$ cat src/include/can_phy_pkg.sv
// Package for the CAN transceiver protection and control logic.
// Assumes a 10 MHz local timebase clock driving all counters.
package can_phy_pkg;
    // Local timebase
    localparam int CLK_HZ = 10000000;
    localparam int CLK_PERIOD_NS = 100;

    // Transmit dominant-timeout window, microseconds
    localparam int TX_TIMEOUT_MIN_US = 1175;
    localparam int TX_TIMEOUT_MAX_US = 3700;
    // Receive dominant-timeout window, microseconds
    localparam int RX_TIMEOUT_MIN_US = 1380;
    localparam int RX_TIMEOUT_MAX_US = 4200;
    // Supply recovery delay, microseconds
    localparam int RECOVERY_US = 300;

    // Least time rounds up; the terminal count sits at the window minimum
    localparam int TX_TIMEOUT_CYCLES = (TX_TIMEOUT_MIN_US * 1000 + CLK_PERIOD_NS - 1) / CLK_PERIOD_NS;
    localparam int RX_TIMEOUT_CYCLES = (RX_TIMEOUT_MIN_US * 1000 + CLK_PERIOD_NS - 1) / CLK_PERIOD_NS;
    localparam int RECOVERY_CYCLES = (RECOVERY_US * 1000 + CLK_PERIOD_NS - 1) / CLK_PERIOD_NS;

    // Counter width wide enough for every count above
    localparam int TIMER_W = 16;

    // Bus register offsets (word-aligned byte addresses)
    localparam logic [3:0] ADDR_CONTROL = 4'h0;
    localparam logic [3:0] ADDR_STATUS = 4'h4;

    // Control register fields
    localparam int CTRL_SILENT_BIT = 0;
    localparam int CTRL_RX_SUPERVISE_BIT = 1;
    localparam int CTRL_DUAL_SUPPLY_BIT = 2;
    localparam logic [2:0] CTRL_RESET = 3'h0;

    // Status register fields
    localparam int STAT_TX_TIMEOUT_BIT = 0;
    localparam int STAT_RX_TIMEOUT_BIT = 1;
    localparam int STAT_THERMAL_BIT = 2;
    localparam int STAT_UNDERVOLT_BIT = 3;
    localparam int STAT_DRIVER_ON_BIT = 4;
    localparam int STAT_FAULT_BIT = 5;
    localparam int STAT_W = 6;

    // Supply protection states
    typedef enum logic [1:0] {
        SUPPLY_NORMAL,
        SUPPLY_PROTECTED,
        SUPPLY_RECOVERING
    } supply_state_t;
endpackage

$ cat src/rtl/can_phy_ctrl.sv
// Functional notes
// Driver enabled only in normal mode; silent mode disables it, timeout moot.
// Transmit timeout timer starts at each falling edge of transmit input.
// No rising edge before transmit timeout expires: driver off, bus released.
// Transmit input high again re-enables driver and clears the timeout.
// During transmit timeout receive output follows bus; bus stays recessive.
// Controller keeps bit rate at least eleven bits over minimum timeout.
// With receive supervision, timer starts at each falling receive output edge.
// Bus dominant past receive timeout forces receive output high.
// Recessive bus resumes mirroring and clears receive timeout.
// During receive timeout the bus lines stay recessive, never dominant.
// Over-temperature turns driver off; driver returns when it clears.
// Thermal shutdown keeps bus recessive and receive path working.
// Either supply low gives protected state; single-supply floats bus and receive.
// Dual supply: main bad floats bus, receive high; output bad floats receive.
// Normal operation resumes a recovery delay after both supplies are good.
// Fault output released whenever any timeout, thermal or undervoltage is active.
// A floating transmit input reads high, keeping the driver recessive.
// A floating silent-select input reads low, giving normal mode.
// Controller picks normal or silent mode only through silent-select; the control register silent bit can also force silent mode.
// Silent-select high: driver off, receiver on; low: both enabled.
// Receive output low while bus dominant, high while recessive.
// Transmit timeout lies between 1175 and 3700 microseconds.
// Receive timeout lies between 1380 and 4200 microseconds.
// Each timeout is a counter cleared on start edge and on recessive level.
// Fault is the OR of the four conditions, dropping once all clear.
//
// Top of the transceiver protection and control logic.
// Assumes all inputs synchronous to clk_i; pin pulls resolved here from the float flags.
//
// Implementation choices: the Wishbone interface to the registers and the placing of the registers.
`timescale 1ns/10ps
module can_phy_ctrl
    import can_phy_pkg::*;
(
    input wire logic clk_i,
    input wire logic rst_i,
    // Controller side
    input wire logic txd_i,
    input wire logic txd_float_i,
    input wire logic silent_i,
    input wire logic silent_float_i,
    output logic rxd_o,
    output logic rxd_oe_o,
    // Bus side: receiver comparator result, driver and bias controls
    input wire logic bus_dominant_i,
    output logic bus_drive_dominant_o,
    output logic bus_bias_o,
    // Supervisors
    input wire logic over_temp_i,
    input wire logic main_supply_good_i,
    input wire logic out_supply_good_i,
    // Open-drain fault pin: output low when enabled
    output logic fault_o,
    output logic fault_oe_o,
    // Classic Wishbone slave
    input wire logic cyc_i,
    input wire logic stb_i,
    input wire logic we_i,
    input wire logic [3:0] adr_i,
    input wire logic [3:0] sel_i,
    input wire logic [31:0] dat_i,
    output logic [31:0] dat_o,
    output logic ack_o
);
    localparam logic [TIMER_W-1:0] TX_LIMIT = TIMER_W'(TX_TIMEOUT_CYCLES);
    localparam logic [TIMER_W-1:0] RX_LIMIT = TIMER_W'(RX_TIMEOUT_CYCLES);
    localparam logic [TIMER_W-1:0] REC_LIMIT = TIMER_W'(RECOVERY_CYCLES);

    logic [2:0] control;
    logic [STAT_W-1:0] status;
    logic txd_eff;
    logic silent_eff;
    logic rx_supervise;
    logic dual_supply;
    logic tx_timeout;
    logic rx_timeout;
    logic rxd_raw;
    logic rxd_mirror;
    logic supplies_good;
    logic protected_state;
    logic driver_on;
    logic any_fault;
    supply_state_t supply_state;
    supply_state_t next_supply_state;
    logic [TIMER_W-1:0] rec_count;
    logic [TIMER_W-1:0] next_rec_count;
    logic next_rxd;
    logic next_rxd_oe;
    logic next_drive;
    logic next_bias;
    logic next_fault_oe;

    // Floating pins fall back to their pull levels
    assign txd_eff = txd_float_i ? 1'b1 : txd_i;
    assign silent_eff = silent_float_i ? 1'b0 : silent_i;
    assign rx_supervise = control[CTRL_RX_SUPERVISE_BIT];
    assign dual_supply = control[CTRL_DUAL_SUPPLY_BIT];
    // Software may force silent too; the pin still selects the mode alone if left at zero
    wire logic silent_mode = silent_eff | control[CTRL_SILENT_BIT];

    // Receiver comparator: dominant bus reads low
    assign rxd_raw = ~bus_dominant_i;

    // Transmit supervision only matters while the driver could be active
    dominant_timeout #(
        .LIMIT(TX_LIMIT)
    ) tx_supervisor (
        .clk_i(clk_i),
        .rst_i(rst_i),
        .enable_i(!silent_mode),
        .line_i(txd_eff),
        .expired_o(tx_timeout)
    );

    // Receive supervision watches the raw receiver, not the forced output
    dominant_timeout #(
        .LIMIT(RX_LIMIT)
    ) rx_supervisor (
        .clk_i(clk_i),
        .rst_i(rst_i),
        .enable_i(rx_supervise),
        .line_i(rxd_raw),
        .expired_o(rx_timeout)
    );

    assign supplies_good = main_supply_good_i && (out_supply_good_i || !dual_supply);
    assign protected_state = supply_state != SUPPLY_NORMAL;

    // Protected until supplies stay good for the recovery delay
    always_comb begin
        next_supply_state = supply_state;
        next_rec_count = rec_count;
        case (supply_state)
            SUPPLY_NORMAL: begin
                if (!supplies_good) begin
                    next_supply_state = SUPPLY_PROTECTED;
                end
            end
            SUPPLY_PROTECTED: begin
                next_rec_count = '0;
                if (supplies_good) begin
                    next_supply_state = SUPPLY_RECOVERING;
                end
            end
            SUPPLY_RECOVERING: begin
                if (!supplies_good) begin
                    next_supply_state = SUPPLY_PROTECTED;
                end else if (rec_count == REC_LIMIT - 16'h0001) begin
                    next_supply_state = SUPPLY_NORMAL;
                end else begin
                    next_rec_count = rec_count + 16'h0001;
                end
            end
            default: next_supply_state = SUPPLY_PROTECTED;
        endcase
    end

    // Starts protected so the bus is never driven before supplies settle
    always_ff @(posedge clk_i) begin
        if (rst_i) begin
            supply_state <= SUPPLY_PROTECTED;
            rec_count <= '0;
        end else begin
            supply_state <= next_supply_state;
            rec_count <= next_rec_count;
        end
    end

    // Driver permission: every protection blocks the dominant drive
    assign driver_on = !silent_mode && !tx_timeout && !rx_timeout
        && !over_temp_i && !protected_state;
    assign rxd_mirror = rx_timeout ? 1'b1 : rxd_raw;
    assign any_fault = tx_timeout || rx_timeout || over_temp_i || protected_state;

    // Pin outputs registered; one cycle of latency is far below bit times
    always_comb begin
        next_drive = driver_on && !txd_eff;
        next_bias = 1'b1;
        next_rxd = rxd_mirror;
        next_rxd_oe = 1'b1;
        next_fault_oe = !any_fault;
        if (protected_state) begin
            next_drive = 1'b0;
            if (!main_supply_good_i) begin
                next_bias = 1'b0;
                next_rxd = 1'b1;
                next_rxd_oe = dual_supply && out_supply_good_i;
            end else begin
                next_bias = 1'b1;
                next_rxd_oe = !(dual_supply && !out_supply_good_i);
            end
        end
    end

    always_ff @(posedge clk_i) begin
        if (rst_i) begin
            bus_drive_dominant_o <= 1'b0;
            bus_bias_o <= 1'b0;
            rxd_o <= 1'b1;
            rxd_oe_o <= 1'b0;
            fault_oe_o <= 1'b0;
        end else begin
            bus_drive_dominant_o <= next_drive;
            bus_bias_o <= next_bias;
            rxd_o <= next_rxd;
            rxd_oe_o <= next_rxd_oe;
            fault_oe_o <= next_fault_oe;
        end
    end

    // Open-drain data is always low; only the enable moves
    always_ff @(posedge clk_i) begin
        fault_o <= 1'b0;
    end

    assign status = {any_fault, driver_on, protected_state, over_temp_i, rx_timeout, tx_timeout};

    wb_regs bus_slave (
        .clk_i(clk_i),
        .rst_i(rst_i),
        .cyc_i(cyc_i),
        .stb_i(stb_i),
        .we_i(we_i),
        .adr_i(adr_i),
        .sel_i(sel_i),
        .dat_i(dat_i),
        .status_i(status),
        .dat_o(dat_o),
        .ack_o(ack_o),
        .control_o(control)
    );
endmodule

$ cat src/rtl/dominant_timeout.sv
// Dominant-timeout supervisor: times a low level on one line.
// Assumes the line is synchronous to clk_i; count given by the parent.
`timescale 1ns/10ps
module dominant_timeout
    import can_phy_pkg::*;
#(
    parameter logic [TIMER_W-1:0] LIMIT = 16'h0010
) (
    input wire logic clk_i,
    input wire logic rst_i,
    input wire logic enable_i,
    input wire logic line_i,
    output logic expired_o
);
    logic [TIMER_W-1:0] count;
    logic [TIMER_W-1:0] next_count;
    logic line_q;
    logic next_line_q;
    logic next_expired;

    // Count while low; any high clears both counter and expiry
    always_comb begin
        next_line_q = line_i;
        next_count = count;
        next_expired = expired_o;
        if (!enable_i || line_i) begin
            next_count = '0;
            next_expired = 1'b0;
        end else if (line_q && !line_i) begin
            next_count = '0;
        end else if (!expired_o) begin
            if (count == LIMIT - 16'h0001) begin
                next_expired = 1'b1;
            end else begin
                next_count = count + 16'h0001;
            end
        end
    end

    // Line idles high, so a reset never reads as a falling edge
    always_ff @(posedge clk_i) begin
        if (rst_i) begin
            count <= '0;
            line_q <= 1'b1;
            expired_o <= 1'b0;
        end else begin
            count <= next_count;
            line_q <= next_line_q;
            expired_o <= next_expired;
        end
    end
endmodule

$ cat src/rtl/wb_regs.sv
// Classic Wishbone slave holding the control and status words.
// Assumes single-cycle classic cycles; ack follows one cycle after stb.
`timescale 1ns/10ps
module wb_regs
    import can_phy_pkg::*;
(
    input wire logic clk_i,
    input wire logic rst_i,
    input wire logic cyc_i,
    input wire logic stb_i,
    input wire logic we_i,
    input wire logic [3:0] adr_i,
    input wire logic [3:0] sel_i,
    input wire logic [31:0] dat_i,
    input wire logic [STAT_W-1:0] status_i,
    output logic [31:0] dat_o,
    output logic ack_o,
    output logic [2:0] control_o
);
    logic [31:0] next_dat;
    logic next_ack;
    logic [2:0] next_control;

    // Answer every address; unmapped ones read zero and ignore writes
    always_comb begin
        next_ack = 1'b0;
        next_dat = dat_o;
        next_control = control_o;
        if (cyc_i && stb_i && !ack_o) begin
            next_ack = 1'b1;
            if (!we_i) begin
                case (adr_i)
                    ADDR_CONTROL: next_dat = {29'h0, control_o};
                    ADDR_STATUS: next_dat = {26'h0, status_i};
                    default: next_dat = 32'h0;
                endcase
            end
        end
        // Writes land at the edge where the master sees ack, while it still holds the request
        if (cyc_i && stb_i && we_i && ack_o && adr_i == ADDR_CONTROL && sel_i[0]) begin
            next_control = dat_i[2:0];
        end
    end

    always_ff @(posedge clk_i) begin
        if (rst_i) begin
            dat_o <= 32'h0;
            ack_o <= 1'b0;
            control_o <= CTRL_RESET;
        end else begin
            dat_o <= next_dat;
            ack_o <= next_ack;
            control_o <= next_control;
        end
    end
endmodule

$ cat config.mk
export PLATFORM = sky130hd
export DESIGN_NAME = can_phy_ctrl
export DESIGN_NICKNAME = d
export VERILOG_FILES = /design/src/include/can_phy_pkg.sv /design/src/rtl/can_phy_ctrl.sv /design/src/rtl/dominant_timeout.sv /design/src/rtl/wb_regs.sv
export SDC_FILE = /design/constraint.sdc
export NUM_CORES = 1
export LEC_CHECK = 0
export ABC_AREA = 1
export BUFFER_PORTS_ARGS = -buffer_cell sky130_fd_sc_hd__buf_2
export CAP_MARGIN = 20
export CORE_ASPECT_RATIO = 0.75
export CORE_MARGIN = 5
export CORE_UTILIZATION = 50
export CTS_CLUSTER_DIAMETER = 100
export DETAILED_ROUTE_END_ITERATION = 8
export PLACE_DENSITY = 0.75
export SLEW_MARGIN = 20
export SYNTH_ARGS = -nofsm -noshare
export SYNTH_HDL_FRONTEND = slang
export SYNTH_SLANG_ARGS = --single-unit
$ cat constraint.sdc
create_clock -name clk_i -period 2.36 [get_ports clk_i]
set_input_delay 0.118 -clock clk_i [delete_from_list [all_inputs] [get_ports clk_i]]
set_output_delay 0.118 -clock clk_i [all_outputs]
set_load 0.02 [all_outputs]
==> results of run 1 <==
==> cell families after synthesis <==
| kind of cell | after synthesis | synth area share, % |
|---|---|---|
| simple gates | 325 | 35.8 |
| buf+inv | 96 | 12.3 |
| compound gates | 70 | 10.0 |
| flops | 69 | 34.9 |
| xor+xnor | 21 | 4.65 |
| fa+ha+maj | 7 | 2.22 |
| other cells | 1 | 0.0948 |
==> worst max path at each step <==
stage / start / to / slack (ps) / depth (start not counted)
finish: txd_float_i / tx_supervisor.count[7] / 260 / 10
global route: txd_float_i / tx_supervisor.count[7] / 90 / 10
CTS: txd_float_i / tx_supervisor.count[7] / 270 / 10
detailed placement: rx_supervisor.count[0] / rx_supervisor.count[11] / 350 / 6
global placement: rx_supervisor.count[0] / rx_supervisor.count[0] / 430 / 7
floorplan: supply_state[0] / rec_count[5] / 870 / 8
==> cell usage after synthesis (all sizes together) <==
master,n
a21boi,1
clkbuf,1
xor2,20
conb,1
buf,36
o22ai,2
a211oi,1
nand4,17
or2,1
o21ai,9
xnor2,1
nor3,18
a21oi,55
nand3b,1
a22oi,1
dfxtp,69
a31oi,1
nand2,168
ha,7
nor2,73
inv,58
nand3,47
clkinv,1
==> layer usage <==
layer / part of all wire, % / routed length [um]
met4: 0.59 / 52
met1: 49 / 4270
met5: 0 / 0
met3: 7.9 / 695
met2: 43 / 3730
==> layout make-up <==
class                      count  share of cell area [%]
sequential                    69                    31.7
timing repair buffer          36                    4.54
tap                          105                    3.01
multi-input combinational    450                    50.1
clock inverter                 7                    2.78
clock buffer                   9                    2.84
inverter                      59                    5.08
==> what timing repair did <==
action                                  4_1_cts  5_1_grt
hold buffers                                  3        0
endpoints found under the setup margin        0        0
hold endpoints to repair                      3        0
==> stage by stage <==
| stage | total power [mW] | setup slack (ps) | cell area [um2] |
|---|---|---|---|
| 2_1_floorplan | 1.59 | 867 | 4050 |
| 3_3_place_gp | 1.64 | 426 | 4080 |
| 3_5_place_dp | 1.66 | 346 | 4080 |
| 4_1_cts | 2.85 | 273 | 4360 |
| 5_1_grt | 2.97 | 88.2 | 4360 |
| 6_report | 2.83 | 260 | 4360 |
==> worst reg2reg max path: stages, from the launching register on <==
cell     delay (ps)
dfxtp_1         340
ha_1            240
nand4_1         150
nor3_4           60
a21oi_1         810
nand2_1         170
a21oi_2         160
==> power by group through the flow <==
stage / sequential, mW / clock (mW) / combinational, mW
after floorplan: 1.25 / 0 / 0.341
after global placement: 1.24 / 0 / 0.408
after detailed placement: 1.24 / 0 / 0.420
after CTS: 1.21 / 1.22 / 0.424
after global routing: 1.22 / 1.26 / 0.488
final: 1.21 / 1.19 / 0.430
==> flip-flops by register name (all words and copies together) (netlist names) <==
signal / flops
rec_count: 16
rx_supervisor.count: 16
tx_supervisor.count: 16
bus_slave.dat_o: 6
bus_slave.control_o: 3
supply_state: 2
bus_bias_o: 1
bus_drive_dominant_o: 1
bus_slave.ack_o: 1
fault_oe_o: 1
rx_supervisor.expired_o: 1
rx_supervisor.line_q: 1
rxd_o: 1
rxd_oe_o: 1
tx_supervisor.expired_o: 1
tx_supervisor.line_q: 1
==> flow_summary.yaml, run 1 <==
outcome:
  outcome: "complete, no violations"
global_route:
  grt_max_degree: 22
  antenna_found_initial: 0
  use_met3_pct: 6.32
  globalRouteTotalUtil_pct: 18.7
  overflow: 0
  grt_pass1_vias: 3351
  use_met1_pct: 25.3
  grt_pass1_wl_um: 15200
  busiest_layer: "met2"
  grt_use_met2_pct: 28.4
floorplan:
  rows: 28
  die_area_mm2: 0.00980
  die_w_um: 113
  start_util_pct: 50.6
  io_pins: 92
  die_y_um: 87.0
  core_mm2: 0.00781
layout:
  fillers: 731
  layout.nets: 685
  layout_common_cells: "nand2_1 (159), nor2_1 (72), dfxtp_1 (69)"
  drive_above_1_share_pct: 11.4
  stdcell_count: 735
  diodes: 0
  regArea_mm2: 0.00138
  multi_input_area_mm2: 0.00218
  final_common_cell: "nand2_1"
  final_util_pct: 55.8
  area_delta_synth_final_pct: 10.3
routing:
  drc: 0
  wl_per_cell_um: 11.9
  vias: 3715
  drtPass1Iterations: 5
  wl_um: 8750
  avgViaCountPerCell: 5.05
  antenna_left: 0
  drtIter0Drc: 266
power:
  leakagePower_nw: 1.70
  ir_worst_vdd_uv: 380
  intPower_mw: 2.01
  power_switching_share_pct: 28.8
  pwr-share-seq_pct: 42.9
  power_density_mw_per_mm2: 648
  p_clk_share_pct: 41.9
  p_comb_share_pct: 15.2
  switching_power_mw: 0.813
clock_network:
  cts_inserted_buffers: 9
  cts_tree: "done"
  clock-sinks: 69
  htree_levels: 3
  cts-root-buf: "clkbuf_8"
  cts_max_path_buffers: 2
  path_clk_slew_ps: 80
  worstSkewPairLatency_ps: 350
  cts-resized-gates: 0
  post-cts-setup-buffer-count: 0
yosys:
  syn_inst: 589
  yosys-top-cells-area: "dfxtp_1 (35%), nand2_1 (15%), nor2_1 (6.8%), a21oi_1 (6.1%), nand3_1 (5.9%)"
  yosysTopAreaCellShare_pct: 34.9
  yosysWarningCount: 0
  synth_seq_cells: 69
  synth.distinct_cells: 35
  syn-cell-area_mm2: 0.00395
  synth_largest_area_cell: "dfxtp_1"
  avgSynthCellArea_um2: 6.71
  ys_seq_area_share_pct: 34.9
worst_setup_path:
  r2r_end: "rx_supervisor.count[15]"
  cp_data_required_time_ps: 2630
  r2r_cells: 6
  reg2reg_from: "rx_supervisor.count[0]"
  worstSetupPathType: "input pin to register"
  critPathMaxFanout: 13
  worst_path_most_repeated_cell: "nor2_1"
  startpoint_type: "input pin"
  endpoint_kind: "register"
  arrival_ps: 2370
  ff2ff_setup_slack_ps: 360
  crit_chain: "dlygate4sd3_1, buf_2, nor2_1, dlygate4sd3_1, nand2_1, nor2_1, inv_1, nor2_1, inv_1, a21oi_1"
  cp_top_family: "buffers and inverters"
  slowest_stage: "dlygate4sd3_1"
  crit_buf_inv: 5
  cp_slowest_stage_delay_ps: 550
sta:
  hold_violations: 0
  setup_viol: 0
  holdWs_ps: 20.4
  layout_min_cycle_time_ps: 2100
  finalCritPeriodShare_pct: 89.0
  fmax_mhz: 476
  tightest_slew_ps: 1050
  grt_setup_unrepaired: "false"
  final_max_slew_viol_count: 0
  fin_skew_ps: 8.78
  fin_tns_setup_ps: 0
  relSlewSlack_pct: 29.8
run:
  max_cap_violations: 0
worst_hold_path:
  holdPathEnd: "bus_slave.ack_o"
  hold_depth: 3
  worstHoldPathType: "input pin to register"
  hp-start: "stb_i"
place:
  port_buffers: 32
  dp_hpwl_um: 6490
  dp_cells: 716
  gp_congestion: 0.927
Power figures use the tool's default switching activity.
==> run 2, diff against run 1 <==
- BUFFER_PORTS_ARGS: -buffer_cell sky130_fd_sc_hd__buf_2 -> default
- DONT_BUFFER_PORTS: default -> 1
- PLACE_DENSITY: 0.75 -> default
==> run 2 against run 1 <==
Die area unchanged. Sequential share of layout area increased by 0.44 points. Setup slack improved by 120 ps. Clock power about the same. Register-to-register slack improved by 20 ps. Core utilization decreased by 0.77 points. Clock-buffer cell count increased by 3. Routed wire length increased by 3.3%. Largest cell class unchanged. Global-route usage increased by 0.30 points. Sequential cell count unchanged.
==> flow_summary.yaml, run 2 (synthesized netlist as in run 1, its figures left out) <==
outcome:
  outcome: "complete, no violations"
power:
  ir_worst_vdd_uv: 341
  power_density_mw_per_mm2: 656
  leakagePower_nw: 1.61
routing:
  antenna_left: 0
  drc: 0
  avgViaCountPerCell: 5.00
  drtPass1Iterations: 4
  drtIter0Drc: 225
  vias: 3570
  wl_per_cell_um: 12.7
  wl_um: 9040
worst_hold_path:
  worstHoldPathType: "input pin to register"
  hp-start: "over_temp_i"
clock_network:
  cts-root-buf: "clkbuf_8"
  cts_inserted_buffers: 9
  clock-sinks: 69
  post-cts-setup-buffer-count: 0
  cts_max_path_buffers: 2
  path_clk_slew_ps: 70
  worstSkewPairLatency_ps: 340
  cts_tree: "done"
  htree_levels: 3
sta:
  fin_skew_ps: 6.48
  final_max_slew_viol_count: 0
  fin_tns_setup_ps: 0
  grt_setup_unrepaired: "false"
  layout_min_cycle_time_ps: 1980
  tightest_slew_ps: 1040
  relSlewSlack_pct: 30.7
  hold_violations: 0
  layout_setup_ws_ps: 384
  finalCritPeriodShare_pct: 83.7
  setup_viol: 0
  fmax_mhz: 506
worst_setup_path:
  reg2reg_from: "rx_supervisor.count[0]"
  worstSetupPathType: "register to register"
  cp_data_required_time_ps: 2630
  arrival_ps: 2240
  startpoint: "rx_supervisor.count[0]"
  startpoint_type: "register"
  critPathMaxFanout: 13
  endpoint_kind: "register"
global_route:
  antenna_found_initial: 0
  grt_pass1_vias: 3264
  grt_pass1_wl_um: 15200
  globalRouteTotalUtil_pct: 19.0
  overflow: 0
  grt_max_degree: 20
place:
  dp_cells: 686
  dpl_cell_area_mm2: 0.00394
  port_buffers: 0
  gp_congestion: 0.834
  place_ws_ps: 389
  dp_hpwl_um: 6620
layout:
  layout_common_cells: "nand2_1 (159), nor2_1 (72), dfxtp_1 (69)"
  final_common_cell: "nand2_1"
  reg_top3: "rec_count: 16 flops, rx_supervisor.count: 16 flops, tx_supervisor.count: 16 flops"
  stdcell_count: 714
  layout.nets: 664
  area_delta_synth_final_pct: 8.73
  postLayoutCellArea_mm2: 0.00430
  drive_above_1_share_pct: 6.57
  diodes: 0
floorplan:
  die_w_um: 113
  io_pins: 92
  rows: 28
  start_util_pct: 50.6
  core_mm2: 0.00781
  die_area_mm2: 0.00980
  die_y_um: 87.0
run:
  max_cap_violations: 0
==> run 2: critical path: stages (launching register included) <==
cell     delay [ps]
dfxtp_1         340
ha_1            240
nand4_1         150
nor3_4           60
a21oi_1         800
nand2_1         160
a21oi_2         150
==> run 2: metal layers <==
metal	track usage [%]	part of all wire, %
met1	25.9	49
met2	29.9	43
met3	4.44	6.2
met4	5.79	1.5
met5	0	0
==> run 2: final timing paths <==
kind	endpoint	slack [ps]	depth (start not counted)
max reg2reg	rx_supervisor.count[11]	380	6
min reg2reg	tx_supervisor.expired_o	440	1
min	fault_oe_o	20	3
max	rx_supervisor.count[11]	380	6
==> run 2: per-stage QoR <==
| stage | hold WS, ps | util, % | power (mW) |
|---|---|---|---|
| after floorplan | 203 | - | 1.59 |
| after global routing | 27.4 | 55.0 | 2.96 |
| after detailed placement | 192 | 50.4 | 1.66 |
| after CTS | 11.2 | 55.0 | 2.86 |
| final | 23.3 | 55.0 | 2.82 |
| after global placement | 191 | 50.4 | 1.64 |
==> run 2: layout make-up <==
class,count,area [um2]
multi-input combinational,450,2180
fill,787,3510
clock inverter,4,95.1
sequential,69,1380
tap,105,131
inverter,59,221
timing repair buffer,15,143
clock buffer,12,145
==> run 2: what timing repair did <==
| item | 4_1_cts | 5_1_grt |
|---|---|---|
| hold endpoints to repair | 26 | 0 |
| hold buffers | 12 | 0 |
| resized for setup | 0 | 0 |
==> run 2: power breakdown <==
| part | total, mW | internal [mW] | switching, mW |
|---|---|---|---|
| logic | 0.426 | 0.111 | 0.315 |
| registers | 1.23 | 1.19 | 0.0327 |
| clock network | 1.17 | 0.731 | 0.437 |
